--- src/arfb_pkg.sv ---
package arfb_pkg;
    localparam logic [7:0] ARFB_DELIM = 8'h7E;
    localparam logic [7:0] ARFB_CSUM_BASE = 8'hFF;
    localparam logic [7:0] ARFB_TYPE_CMD_RSP = 8'h88;
    localparam logic [7:0] ARFB_TYPE_STATUS = 8'h8A;
    localparam logic [7:0] ARFB_FRAME_ID_NONE = 8'h00;
    // Command outcome codes
    localparam logic [7:0] ARFB_CST_OK = 8'h00;
    localparam logic [7:0] ARFB_CST_ERROR = 8'h01;
    localparam logic [7:0] ARFB_CST_BAD_CMD = 8'h02;
    localparam logic [7:0] ARFB_CST_BAD_PARAM = 8'h03;
    localparam logic [7:0] ARFB_CST_TX_FAIL = 8'h04;
    // Unsolicited status codes
    localparam logic [7:0] ARFB_EV_HW_RESET = 8'h00;
    localparam logic [7:0] ARFB_EV_WDT_RESET = 8'h01;
    localparam logic [7:0] ARFB_EV_JOINED = 8'h02;
    localparam logic [7:0] ARFB_EV_DISASSOC = 8'h03;
    localparam logic [7:0] ARFB_EV_COORD_START = 8'h06;
    localparam logic [7:0] ARFB_EV_KEY_UPDATE = 8'h07;
    localparam logic [7:0] ARFB_EV_SUPPLY_LIMIT = 8'h0D;
    localparam logic [7:0] ARFB_EV_CFG_IN_JOIN = 8'h11;
    localparam logic [7:0] ARFB_EV_STACK_ERR = 8'h80;
    // Frame geometry
    localparam int ARFB_DATA_MAX = 16;
    localparam logic [4:0] ARFB_DLEN_MAX = 5'h10;
    localparam logic [15:0] ARFB_CMD_HDR_LEN = 16'h0005;
    localparam logic [15:0] ARFB_STAT_LEN = 16'h0002;
    localparam logic [5:0] ARFB_OFS_DELIM = 6'h00;
    localparam logic [5:0] ARFB_OFS_LEN_HI = 6'h01;
    localparam logic [5:0] ARFB_OFS_LEN_LO = 6'h02;
    localparam logic [5:0] ARFB_OFS_TYPE = 6'h03;
    localparam logic [5:0] ARFB_OFS_ID = 6'h04;
    localparam logic [5:0] ARFB_OFS_CMD0 = 6'h05;
    localparam logic [5:0] ARFB_OFS_CMD1 = 6'h06;
    localparam logic [5:0] ARFB_OFS_CST = 6'h07;
    localparam logic [5:0] ARFB_OFS_DATA = 6'h08;
    localparam logic [5:0] ARFB_OFS_EV = 6'h04;
    typedef enum logic [1:0] {ARFB_IDLE, ARFB_BODY, ARFB_CSUM} arfb_state_type;
endpackage

--- src/arfb_byte_if.sv ---
`timescale 1ns/1ps
interface arfb_byte_if;
    logic [7:0] data;
    logic valid;
    logic ready;
    modport src (output data, output valid, input ready);
    modport snk (input data, input valid, output ready);
endinterface

--- src/arfb_frame_builder.sv ---
`timescale 1ns/1ps
module arfb_frame_builder
    import arfb_pkg::*;
(
    input wire logic sys_clk,
    input wire logic rst_b,
    input wire logic rsp_valid,
    output logic rsp_ready,
    input wire logic [7:0] rsp_frame_id,
    input wire logic [7:0] rsp_cmd_hi,
    input wire logic [7:0] rsp_cmd_lo,
    input wire logic [7:0] rsp_status,
    input wire logic rsp_is_query,
    input wire logic [4:0] rsp_data_len,
    input wire logic [ARFB_DATA_MAX*8-1:0] rsp_data,
    input wire logic ev_valid,
    output logic ev_ready,
    input wire logic [7:0] ev_code,
    input wire logic coord_formed,
    output logic [7:0] tx_data,
    output logic tx_valid,
    input wire logic tx_ready,
    output logic frame_busy,
    output logic [7:0] drop_count
);
    arfb_byte_if byte_bus ();

    arfb_state_type state_r;
    logic is_cmd_r;
    logic [5:0] ofs_r;
    logic [5:0] last_ofs_r;
    logic [7:0] sum_r;
    logic [7:0] id_r;
    logic [7:0] cmd_hi_r;
    logic [7:0] cmd_lo_r;
    logic [7:0] cst_r;
    logic [7:0] ev_r;
    logic [15:0] len_r;
    logic [7:0] data_r [ARFB_DATA_MAX];
    logic coord_pend_r;
    logic coord_prev_r;
    logic rsp_ready_r;
    logic ev_ready_r;
    logic [7:0] byte_now;
    logic take_rsp;
    logic take_ev;
    logic take_coord;
    logic [4:0] dlen_eff;

    // Checksum byte from a running sum of offsets three onward
    function automatic logic [7:0] arfb_csum(input logic [7:0] sum);
        return ARFB_CSUM_BASE - sum;
    endfunction

    // Clamp the data length to what the array holds
    function automatic logic [4:0] arfb_clamp(input logic [4:0] n);
        return (n > ARFB_DLEN_MAX) ? ARFB_DLEN_MAX : n;
    endfunction

    // Writes carry no data; queries carry the clamped register value
    assign dlen_eff = rsp_is_query ? arfb_clamp(rsp_data_len) : 5'h00;

    // Requests are taken only when idle; coordinator start beats other events
    assign take_rsp = (state_r == ARFB_IDLE) && rsp_valid;
    assign take_coord = (state_r == ARFB_IDLE) && !rsp_valid && coord_pend_r;
    assign take_ev = (state_r == ARFB_IDLE) && !rsp_valid && !coord_pend_r && ev_valid;

    // Byte selection by offset
    always_comb begin
        byte_now = 8'h00;
        if (ofs_r == ARFB_OFS_DELIM) begin
            byte_now = ARFB_DELIM;
        end else if (ofs_r == ARFB_OFS_LEN_HI) begin
            byte_now = len_r[15:8];
        end else if (ofs_r == ARFB_OFS_LEN_LO) begin
            byte_now = len_r[7:0];
        end else if (ofs_r == ARFB_OFS_TYPE) begin
            byte_now = is_cmd_r ? ARFB_TYPE_CMD_RSP : ARFB_TYPE_STATUS;
        end else if (!is_cmd_r) begin
            byte_now = ev_r;
        end else if (ofs_r == ARFB_OFS_ID) begin
            byte_now = id_r;
        end else if (ofs_r == ARFB_OFS_CMD0) begin
            byte_now = cmd_hi_r;
        end else if (ofs_r == ARFB_OFS_CMD1) begin
            byte_now = cmd_lo_r;
        end else if (ofs_r == ARFB_OFS_CST) begin
            byte_now = cst_r;
        end else begin
            byte_now = data_r[4'(ofs_r - ARFB_OFS_DATA)];
        end
        if (state_r == ARFB_CSUM) begin
            byte_now = arfb_csum(sum_r);
        end
    end

    assign byte_bus.data = byte_now;
    assign byte_bus.valid = (state_r != ARFB_IDLE);

    // Frame sequencer; each offset advances only on acceptance
    always_ff @(posedge sys_clk or negedge rst_b) begin
        if (!rst_b) begin
            state_r <= ARFB_IDLE;
            ofs_r <= 6'h00;
            sum_r <= 8'h00;
        end else begin
            case (state_r)
                ARFB_IDLE: begin
                    ofs_r <= 6'h00;
                    sum_r <= 8'h00;
                    if ((take_rsp && rsp_frame_id != ARFB_FRAME_ID_NONE) || take_coord
                        || take_ev) begin
                        state_r <= ARFB_BODY;
                    end
                end
                ARFB_BODY: begin
                    if (byte_bus.ready) begin
                        ofs_r <= ofs_r + 6'h01;
                        if (ofs_r >= ARFB_OFS_TYPE) begin
                            sum_r <= sum_r + byte_now;
                        end
                        if (ofs_r == last_ofs_r) begin
                            state_r <= ARFB_CSUM;
                        end
                    end
                end
                ARFB_CSUM: begin
                    if (byte_bus.ready) begin
                        state_r <= ARFB_IDLE;
                    end
                end
                default: begin
                    state_r <= ARFB_IDLE;
                end
            endcase
        end
    end

    // Frame contents captured on acceptance; length counts body only
    always_ff @(posedge sys_clk or negedge rst_b) begin
        if (!rst_b) begin
            is_cmd_r <= 1'b0;
            id_r <= 8'h00;
            cmd_hi_r <= 8'h00;
            cmd_lo_r <= 8'h00;
            cst_r <= 8'h00;
            ev_r <= 8'h00;
            len_r <= 16'h0000;
            last_ofs_r <= 6'h00;
        end else if (take_rsp) begin
            is_cmd_r <= 1'b1;
            id_r <= rsp_frame_id;
            cmd_hi_r <= rsp_cmd_hi;
            cmd_lo_r <= rsp_cmd_lo;
            cst_r <= rsp_status;
            len_r <= ARFB_CMD_HDR_LEN + {11'h000, dlen_eff};
            last_ofs_r <= ARFB_OFS_CST + {1'b0, dlen_eff};
        end else if (take_coord || take_ev) begin
            is_cmd_r <= 1'b0;
            ev_r <= take_coord ? ARFB_EV_COORD_START : ev_code;
            len_r <= ARFB_STAT_LEN;
            last_ofs_r <= ARFB_OFS_EV;
        end
    end

    // Data payload held so the requester can move on to the next reply
    always_ff @(posedge sys_clk) begin
        if (take_rsp) begin
            for (int i = 0; i < ARFB_DATA_MAX; i++) begin
                data_r[i] <= rsp_data[i*8 +: 8];
            end
        end
    end

    // Coordinator start latched as a pending event; set beats clear
    always_ff @(posedge sys_clk or negedge rst_b) begin
        if (!rst_b) begin
            coord_prev_r <= 1'b0;
            coord_pend_r <= 1'b0;
        end else begin
            coord_prev_r <= coord_formed;
            if (coord_formed && !coord_prev_r) begin
                coord_pend_r <= 1'b1;
            end else if (take_coord) begin
                coord_pend_r <= 1'b0;
            end
        end
    end

    // One-cycle acceptance pulses; each reply is its own request
    always_ff @(posedge sys_clk or negedge rst_b) begin
        if (!rst_b) begin
            rsp_ready_r <= 1'b0;
            ev_ready_r <= 1'b0;
            drop_count <= 8'h00;
            frame_busy <= 1'b0;
        end else begin
            rsp_ready_r <= take_rsp && !rsp_ready_r;
            ev_ready_r <= take_ev && !ev_ready_r;
            // Checksum may still sit in the output stage after the sequencer idles
            frame_busy <= (state_r != ARFB_IDLE) || take_rsp || take_ev || take_coord
                || (tx_valid && !tx_ready);
            if (take_rsp && !rsp_ready_r && rsp_frame_id == ARFB_FRAME_ID_NONE) begin
                drop_count <= drop_count + 8'h01;
            end
        end
    end

    assign rsp_ready = rsp_ready_r;
    assign ev_ready = ev_ready_r;

    arfb_tx_stage u_stage (
        .sys_clk(sys_clk),
        .rst_b(rst_b),
        .in_bus(byte_bus),
        .tx_data(tx_data),
        .tx_valid(tx_valid),
        .tx_ready(tx_ready)
    );
endmodule

--- src/arfb_tx_stage.sv ---
`timescale 1ns/1ps
// Output holding stage: registers each byte and waits for the transmitter
module arfb_tx_stage
    import arfb_pkg::*;
(
    input wire logic sys_clk,
    input wire logic rst_b,
    arfb_byte_if.snk in_bus,
    output logic [7:0] tx_data,
    output logic tx_valid,
    input wire logic tx_ready
);
    // Ready only when the held byte is gone, so order is never disturbed
    assign in_bus.ready = !tx_valid || tx_ready;

    // Holding register; a byte stays until the transmitter accepts it
    always_ff @(posedge sys_clk or negedge rst_b) begin
        if (!rst_b) begin
            tx_valid <= 1'b0;
            tx_data <= 8'h00;
        end else if (in_bus.ready) begin
            tx_valid <= in_bus.valid;
            if (in_bus.valid) begin
                tx_data <= in_bus.data;
            end
        end
    end
endmodule

--- config.mk ---
export PLATFORM = sky130hd
export DESIGN_NAME = arfb_frame_builder
export DESIGN_NICKNAME = d
export VERILOG_FILES = /design/src/arfb_pkg.sv /design/src/arfb_byte_if.sv /design/src/arfb_frame_builder.sv /design/src/arfb_tx_stage.sv
export SDC_FILE = /design/constraint.sdc
export NUM_CORES = 1
export LEC_CHECK = 0
export ABC_AREA = 0
export BUFFER_PORTS_ARGS = -buffer_cell sky130_fd_sc_hd__buf_4
export CORE_UTILIZATION = 25
export CTS_BUF_LIST = sky130_fd_sc_hd__clkbuf_8
export DETAILED_ROUTE_END_ITERATION = 8
export PLACE_DENSITY = 0.43
export SYNTH_ARGS = -nofsm -noshare
export SYNTH_HDL_FRONTEND = slang
export SYNTH_SLANG_ARGS = --single-unit
--- constraint.sdc ---
create_clock -name sys_clk -period 8.4 [get_ports sys_clk]
set_input_delay 1.68 -clock sys_clk [delete_from_list [all_inputs] [get_ports sys_clk]]
set_output_delay 1.68 -clock sys_clk [all_outputs]
set_load 0.01 [all_outputs]
======== Yosys cells after proc, flatten, opt, wreduce, memory -nomap -nowiden ========
Memories as Yosys holds them, arrays and structs flattened.
Cells that the tools add are included.
storage, ports and cells
  memories ................................ 1
  input bits .............................. 180
  memory bits (writable) .................. 128
  register bits ........................... 101
cells by class
  reductions and logical operators ........ 39
  mux-type cells .......................... 34
  bitwise gates (word level) .............. 1
  equality and inequality tests ........... 15
  $lt $le $gt $ge ......................... 2
  add/sub/neg operators ................... 7
memory list
  memory  words  bits a word  rd ports  clocked after memory_dff  write ports  line                      text
  data_r  16     8            1         0                         16           arfb_frame_builder.sv:39  logic [7:0] data_r [ARFB_DATA_MAX];
operators by type and width
  cell                   number
  $mux W8                13
  $mux W16               2
  $eq A6 B3 Y1 const B   4
  $mux W6                3
  $pmux W8 S2            1
  $add A3 B5 Y6 const A  2
  $eq A6 B2 Y1 const B   2
  $pmux W6 S2            1
  $logic_and A1 B1 Y1    11
  $mux W2                5
  $mux W5                2
  $add A8 B1 Y8 const B  1
  $add A8 B8 Y8          1
  $logic_not A8 Y1       1
  $logic_or A1 B1 Y1     8
  $ne A2 B2 Y1 const B   4
  $reduce_bool A2 Y1     4
  $reduce_bool A8 Y1     1
  $sub A8 B8 Y8 const A  1
  $logic_not A1 Y1       7
  $add A6 B1 Y6 const B  1
  $eq A6 B1 Y1 const B   1
  $eq A6 B6 Y1           1
  $ge A6 B2 Y1 const B   1
  13 further kinds       20

======== Logic depth before layout (Yosys ltp) ========
Gate-level depths: netlist of the first run.
An unclocked memory read counts as a cell.
  depth after elaboration ................. 16
  gate-level depth with buffers ........... 21
  gate-level depth less buffers ........... 17

======== Hierarchy ========
A second synthesis of the first run with hierarchy kept.
second synthesis, totals
  cells, all modules ...................... 713
  area, all modules ....................... 9694.3 um^2
by module, submodules not included
  module              sequential area each (um^2)  area each (um^2)  cells an instance  instances
  arfb_frame_builder  5870.6                       9308.9            693                1
  arfb_tx_stage       225.2                        385.4             20                 1

======== Worst setup path after synthesis of the first run ========
No wires, ideal clock.
  kind .................................... input port to flip-flop
  start ................................... in rsp_valid
  end ..................................... mem data_r[0][0] (enable)
  data arrival time ....................... 5.586 ns
  stages .................................. 3
  path slack .............................. 2.272 ns
  required time ........................... 7.858 ns
  setup time .............................. 0.542 ns
  cells stage by stage .................... nand2_1 -> clkinv_1 -> buf_1
RTL lines
  item             line                      text
  start, declared  arfb_frame_builder.sv:7   input wire logic rsp_valid,
  end, declared    arfb_frame_builder.sv:39

======== Worst setup path after layout of the first run ========
  start ................................... reg ofs_r[0]
  end ..................................... reg sum_r[7]
on the way
  word-level cells in the longest chain between the ends .. 16
  elaborated cells on any way between the ends .. 27
  classes of those cells .................. add/sub: 2; order compare: 1; eq/ne: 8; mux: 13; reduce/logical: 2; memory: 1
ends and longest elaborated chain
  item                        line                       text
  start, declared             arfb_frame_builder.sv:30   logic [5:0] ofs_r;
  start signal, assigned      arfb_frame_builder.sv:118  ofs_r <= ofs_r + 6'h01;
  $sub A4 B4 Y4               arfb_frame_builder.sv:90   byte_now = data_r[4'(ofs_r - ARFB_OFS_DATA)];
  $mem_v2 Z16 W8              -
  $mux W8                     arfb_frame_builder.sv:87   end else if (ofs_r == ARFB_OFS_CST) begin
  $mux W8                     arfb_frame_builder.sv:85   end else if (ofs_r == ARFB_OFS_CMD1) begin
  $mux W8                     arfb_frame_builder.sv:83   end else if (ofs_r == ARFB_OFS_CMD0) begin
  $mux W8                     arfb_frame_builder.sv:81   end else if (ofs_r == ARFB_OFS_ID) begin
  $mux W8                     arfb_frame_builder.sv:79   end else if (!is_cmd_r) begin
  $mux W8                     arfb_frame_builder.sv:77   end else if (ofs_r == ARFB_OFS_TYPE) begin
  $mux W8                     arfb_frame_builder.sv:75   end else if (ofs_r == ARFB_OFS_LEN_LO) begin
  $mux W8                     arfb_frame_builder.sv:73   end else if (ofs_r == ARFB_OFS_LEN_HI) begin
  $mux W8 *                   arfb_frame_builder.sv:71   if (ofs_r == ARFB_OFS_DELIM) begin
  $mux W8 *                   arfb_frame_builder.sv:92   if (state_r == ARFB_CSUM) begin
  named net byte_bus.data[3]  arfb_byte_if.sv:3          logic [7:0] data;
  $add A8 B8 Y8 *             arfb_frame_builder.sv:120  sum_r <= sum_r + byte_now;
  $mux W8 *                   arfb_frame_builder.sv:119  if (ofs_r >= ARFB_OFS_TYPE) begin
  $mux W8 *                   arfb_frame_builder.sv:117  if (byte_bus.ready) begin
  $pmux W8 S2 *               arfb_frame_builder.sv:107  case (state_r)
  end signal, assigned        arfb_frame_builder.sv:120
  end, declared               arfb_frame_builder.sv:32   logic [7:0] sum_r;
The timed path passes the listed nets; every way through them passes the cells marked *. The select of a mux whose other input is x is not followed.
A chain may end at the register's enable or synchronous reset.

==> reports/results.ini, run 1 <==
[outcome]
outcome=complete, no violations

[pwr]
leakagePower_nw=5.13
p_sw_w=0.00139
ir_drop_mv=0.107
seq_power_share=0.400
p_int_w=0.00257
pwr-share-comb=0.350
p_clk_frac=0.250
p_sw_frac=0.352
powerDensity_nw_per_um2=318

[setup_path]
cp.arrival_ns=5.66
setup.worst_path.class=reg -> reg
crit_required_ns=8.83
crit_path_end_kind=flop
critPathLaunchType=flop
crit_fanout=21

[sta]
fin_crit_sh=0.623
tightest_slew_ns=1.12
fin_skew_ns=0.0221
setup_viol=0
min_period_ns=5.23
fin_tns_setup_ns=0
slew-limit-headroom=0.251
holdWs_ns=0.431
max_freq_ghz=0.191
rsz0062_at_grt=no
finalHoldViolCount=0
report.final.slew_viol_count=0

[clock_network]
ctsResizeCount=0
cts.sinks=218
cts_setup_buffers=0
clkLatencyLatePin_ns=0.56
cts_hold_buf=0
cts_buffer_depth=3
htree_levels=2
cts_tree=yes
path_clk_slew_ns=0.06
cts_made_buffers=42
cts_root_buffer=clkbuf_8

[routing]
routed_wl_mm=26.8
num_vias=6461
drc=0
ant_nets=0
routed_via_density=4.43
wl_per_cell_um=18.4
first_pass_iters=5
drtIter0Drc=440

[yosys]
ys.flop_type=edfxtp_1
yosysWarningCount=0
synthesis.nets=901
async_flop_share=0.413
ys_ff_latch=218
syn_area_um2=9670
syn-mean-instance-area_um2=13.7
netlist_instances=706
ys_seq_area_frac=0.631
yosysUniqueCellTypes=69
synth_edf_count=128

[floorplan]
floorplan.initialDensity=0.255
io_pins=200
std_cell_rows=71
dieArea_um2=39500
die_h_um=199
coreArea_um2=37800
fp.dieW_um=199

[finish]
final_common_cell=buf_4
ff_latch_area_um2=6100
final_area_um2=12500
area_growth_pct=28.8
final_cell_mix=buf_4 (206), nand2_1 (145), edfxtp_1 (128), dfrtp_1 (88), clkbuf_8 (43)
final_nets=1116
n_antenna_cell=0
multiInputGateArea_um2=3330
num-fill-cells=3888
drive_above_1_share=0.328

[global_routing]
grt_start_max_net_pins=89
grt_overflow=0
grt_pass1_vias=6963
grt_antenna_before_repair=1
grt_usage=0.139
grt_pass1_wl_mm=40.8

[placed_design]
dp_hpwl_mm=19.6
place.port_buffers=199
dpl_cell_area_um2=11700
gp_congestion=0.837

[min_path]
min_path_type=reg -> reg

[job]
cap_viol_max_count=0

cells in the mapped netlist (13+ instances only):
cell | count | area [um^2]
a21oi_1 | 14 | 70.1
a22o_1 | 13 | 114
clkbuf_1 | 17 | 63.8
dfrtp_1 | 90 | 2250
edfxtp_1 | 128 | 3840
ha_1 | 14 | 175
inv_1 | 15 | 56.3
mux2_2 | 14 | 158
mux4_2 | 24 | 541
nand2_1 | 145 | 544
nor2_1 | 21 | 78.8
o21ai_0 | 23 | 115
xnor2_1 | 17 | 149
worst paths after layout:
check,slack (ns),cells past startpoint,to,from
setup / recovery,3.17,15,sum_r[7],ofs_r[0]
hold / removal,0.43,1,coord_pend_r,coord_prev_r
setup reg to reg,3.17,15,sum_r[7],ofs_r[0]
hold reg to reg,0.43,1,coord_pend_r,coord_prev_r
max in group asynchronous,6.19,2,cmd_hi_r[2],rst_b
min in group asynchronous,1.15,1,frame_busy,rst_b
flip-flops by register name, indices dropped and copies added, names as in the netlist, 2 cells and up:
signal	flops
data_r	128
cst_r	8
len_r	5
cmd_lo_r	8
id_r	8
sum_r	8
ofs_r	6
last_ofs_r	6
state_r	2
cmd_hi_r	8
drop_count	8
u_stage.tx_data	8
ev_r	8
logic make-up (layout without fill, tap and decap cells):
kind of cell	Yosys count	in the layout	synth area share
AO/OA/AOI/OAI	110	110	0.0831
XOR/XNOR	21	21	0.0190
adder cells (fa/ha/maj)	15	15	0.0202
buffers and inverters	51	294	0.0254
flip-flops	218	218	0.631
multiplexers	54	54	0.109
AND/OR/NAND/NOR	237	237	0.113
power groups by stage:
stage | Sequential, W | Combinational [W] | Clock, W
final | 0.00159 | 0.00139 | 0.000993
after global routing | 0.00162 | 0.00155 | 0.00108
after CTS | 0.00159 | 0.00141 | 0.00103
after detailed placement | 0.00161 | 0.00140 | 0
after global placement | 0.00162 | 0.00139 | 0
after floorplan | 0.00148 | 0.00106 | 0
area by class of cell:
cell class / count / share of cell area
Sequential cell: 218 / 0.490
Multi-Input combinational cell: 437 / 0.267
Timing Repair Buffer: 206 / 0.124
Tap cell: 511 / 0.0513
Clock buffer: 43 / 0.0475
Clock inverter: 29 / 0.0149
Inverter: 16 / 0.00523
critical path, cell delays in order (launching register included):
cell	delay [ns]
dfrtp_2	0.69
buf_4	0.46
mux4_1	0.62
mux4_2	0.54
and4_1	0.23
o22a_1	0.17
o21ai_2	0.13
a22oi_2	0.08
ha_1	0.37
and3_1	0.20
a2111oi_0	0.70
o21bai_1	0.13
a21oi_1	0.21
o21ai_0	0.14
nor4bb_1	0.16
a221o_1	0.26
layer usage:
layer | share of wire | vias to the layer above | track usage
met5 | 0.00045 | - | 0
met4 | 0.026 | 2 | 0.0501
met3 | 0.059 | 50 | 0.0370
met2 | 0.46 | 180 | 0.215
met1 | 0.45 | 3131 | 0.186
li1 | - | 3098 | -
metrics by stage:
stage	util	std cells	worst slack, ns	total power (W)
2_1_floorplan	-	706	2.27	0.00255
3_3_place_gp	0.309	1388	3.24	0.00300
3_5_place_dp	0.309	1388	3.11	0.00302
4_1_cts	0.329	1460	3.06	0.00403
5_1_grt	0.329	1460	2.86	0.00425
6_report	0.329	1460	3.17	0.00397
Power figures use the tool's default switching activity.
==> run 2: changes to the inputs <==
==> constraint.sdc (replaced) <==
create_clock -name sys_clk -period 5.03 [get_ports sys_clk]
set_input_delay 1.006 -clock sys_clk [delete_from_list [all_inputs] [get_ports sys_clk]]
set_output_delay 1.006 -clock sys_clk [all_outputs]
set_load 0.01 [all_outputs]
==> run 2 against run 1 <==
Against the previous run:
- maximum frequency is 15% higher
- worst setup slack worse by 2.7 ns
- first-iteration DRC count is 14% lower
- final area is 1.3% higher
- worst hold slack hardly changed
- count of clock-buffer cells in the layout is 1 lower
- critical path depth is 1 higher
- clock skew is 0.010 ns lower
- non-clock buffer count is 11 higher
- critical path type unchanged
- critical endpoint unchanged
- largest power group unchanged
- highest routed layer is now met4
==> reports/results.ini, run 2 (synthesis results as in run 1) <==
[clock_network]
htree_levels=2  ; unchanged
path_clk_slew_ns=0.06  ; about the same
cts_setup_buffers=0  ; unchanged
cts_buffer_depth=3  ; unchanged
clkLatencyLatePin_ns=0.55  ; about the same
cts.sinks=218  ; unchanged
cts_tree=yes
ctsResizeCount=0  ; unchanged
cts_hold_buf=0  ; unchanged
cts_made_buffers=41  ; -2.4%
cts_root_buffer=clkbuf_8

[floorplan]
std_cell_rows=71  ; unchanged
floorplan.initialDensity=0.255  ; unchanged
die_h_um=199  ; unchanged
dieArea_um2=39500  ; unchanged
fp.dieW_um=199  ; unchanged
coreArea_um2=37800  ; unchanged
io_pins=200  ; unchanged

[pwr]
p_sw_frac=0.345  ; -0.00637
p_int_w=0.00448  ; +74%
seq_power_share=0.384  ; -0.016
total_power_w=0.00685  ; +73%
powerDensity_nw_per_um2=543  ; +70%
ir_drop_mv=0.179  ; +67%
leakagePower_nw=5.24  ; +2.0%
pwr-share-comb=0.356  ; +0.006
p_clk_frac=0.260  ; +0.010
p_sw_w=0.00236  ; +70%

[sta]
fin_skew_ns=0.0117  ; -0.0104 ns
rsz0062_at_grt=no
setup_viol=0  ; unchanged
tightest_slew_ns=1.11  ; -0.0169 ns
holdWs_ns=0.431  ; -0.000473 ns
max_freq_ghz=0.221  ; +15%
fin_tns_setup_ns=0  ; unchanged
fin_crit_sh=0.901  ; +0.278
slew-limit-headroom=0.258  ; +0.00635
report.final.slew_viol_count=0  ; unchanged
min_period_ns=4.53  ; -0.702 ns
finalHoldViolCount=0  ; unchanged

[global_routing]
grt.busiest_layer=met2
grt_pass1_wl_mm=41.9  ; +2.7%
grt_antenna_before_repair=1  ; unchanged
grt_overflow=0  ; unchanged
grt_util_met1=0.180  ; -0.00605
grt_pass1_vias=6994  ; +0.45%
use_met2=0.238  ; +0.0233
grt_usage=0.143  ; +0.00390
use_met3=0.0378  ; +0.000848
grt_start_max_net_pins=113  ; +27%

[setup_path]
crit_required_ns=5.46  ; -3.37 ns
crit_path_end_kind=flop
crit-reg2reg-launch=ofs_r[0]
worst_path_largest_cell_delay_ns=0.64  ; -0.06 ns
crit_slowest_cell=dfrtp_4
r2r.worst_path.cells=16  ; +1
cp.arrival_ns=4.96  ; -0.70 ns
crit_fanout=20  ; -4.8%
reg2reg_to=sum_r[7]
setup.worst_path.class=reg -> reg
critPathLaunchType=flop
r2r_slack_ns=0.50  ; -2.67 ns
path_delay_family=compound AO/OA/AOI/OAI gates
crit_path_cell_trace=buf_4 -> ha_1 -> nand3b_1 -> o22ai_1 -> a2111oi_0 -> o21ai_0 -> a32oi_1 -> ha_1 -> and3_1 -> a2111oi_0 -> buf_4 -> o21bai_1 -> a21oi_1 -> o21ai_0 -> nor4bb_1 -> a221o_1
crit_buf_inv=2  ; +1

[finish]
area_growth_pct=30.5
largest-register=data_r
drive_above_1_share=0.333  ; +0.00527
largest_reg_flops=128  ; unchanged
final_area_um2=12600  ; +1.3%
final_common_cell=buf_4
final_nets=1126  ; +0.90%
final_cell_mix=buf_4 (216), nand2_1 (145), edfxtp_1 (128), dfrtp_1 (88), clkbuf_8 (42)

[routing]
routed_via_density=4.42  ; -0.12%
ant_nets=0  ; unchanged
drc=0  ; unchanged
drtIter0Drc=378  ; -14%
wl_per_cell_um=18.8  ; +2.4%
first_pass_iters=5  ; unchanged
num_vias=6515  ; +0.84%
routed_wl_mm=27.7  ; +3.3%

[placed_design]
dp_hpwl_mm=20.7  ; +5.9%
place.port_buffers=199  ; unchanged
gp_congestion=0.867  ; +3.5%
dpl_cell_area_um2=11800  ; +0.81%

[min_path]
min_path_cells=1  ; unchanged
hold_start=ev_ready
holdPathEnd=ev_ready
min_path_type=reg -> reg

[job]
cap_viol_max_count=0  ; unchanged

[outcome]
outcome=complete, no violations

## run 2: changes by cell type in the layout (fill, tap and decap cells not counted), sizes merged
cell      before  now
buf          206  217
clkinv        16   12
inv           24   28
bufinv         2    5
diode          0    2
clkbuf        43   42
clkinvlp       3    2
## run 2: worst max-delay path by stage
stage,cells past startpoint,slack (ns),start,end
3_3_place_gp,16,0.44,ofs_r[0],sum_r[7]
4_1_cts,16,0.31,ofs_r[0],sum_r[7]
6_report,16,0.50,ofs_r[0],sum_r[7]
5_1_grt,16,0.06,ofs_r[0],sum_r[7]
3_5_place_dp,16,0.32,ofs_r[0],sum_r[7]
2_1_floorplan,3,0.08,rsp_valid,data_r[0][0]
## run 2: power groups by stage
stage	sequential [W]	combinational, W	clock (W)
floorplan	0.00247	0.00178	0
global placement	0.00267	0.00243	0
detailed placement	0.00266	0.00245	0
CTS	0.00263	0.00246	0.00186
global route	0.00267	0.00271	0.00193
finish	0.00263	0.00244	0.00178
## run 2: per-layer routing
| layer | wire (um) | share of wire |
|---|---|---|
| met1 | 12100 | 0.43 |
| met2 | 13400 | 0.48 |
| met3 | 1700 | 0.061 |
| met4 | 552 | 0.020 |
| met5 | 0 | 0 |
## run 2: final cells by class
type	instances	area, um^2
sequential	218	6100
antenna	2	5.00
multi-input combinational	437	3330
clock inverter	31	260
timing repair buffer	217	1640
tap	511	639
fill	3854	25200
inverter	16	65.1
clock buffer	42	578
## run 2: worst reg2reg max path, delay by kind of cell (launching register included)
kind	cells	cell delay, ns
buf+inv	2	0.48
compound gates	9	1.99
simple gates	3	0.64
fa+ha+maj	2	0.67
flops	1	0.64
## run 2: metrics by stage
step / setup slack, ns / cells / utilization
finish: 0.497 / 1474 / 0.333
global route: 0.0640 / 1472 / 0.333
CTS: 0.309 / 1472 / 0.333
detailed placement: 0.321 / 1399 / 0.311
global placement: 0.441 / 1399 / 0.311
floorplan: 0.0796 / 706 / -
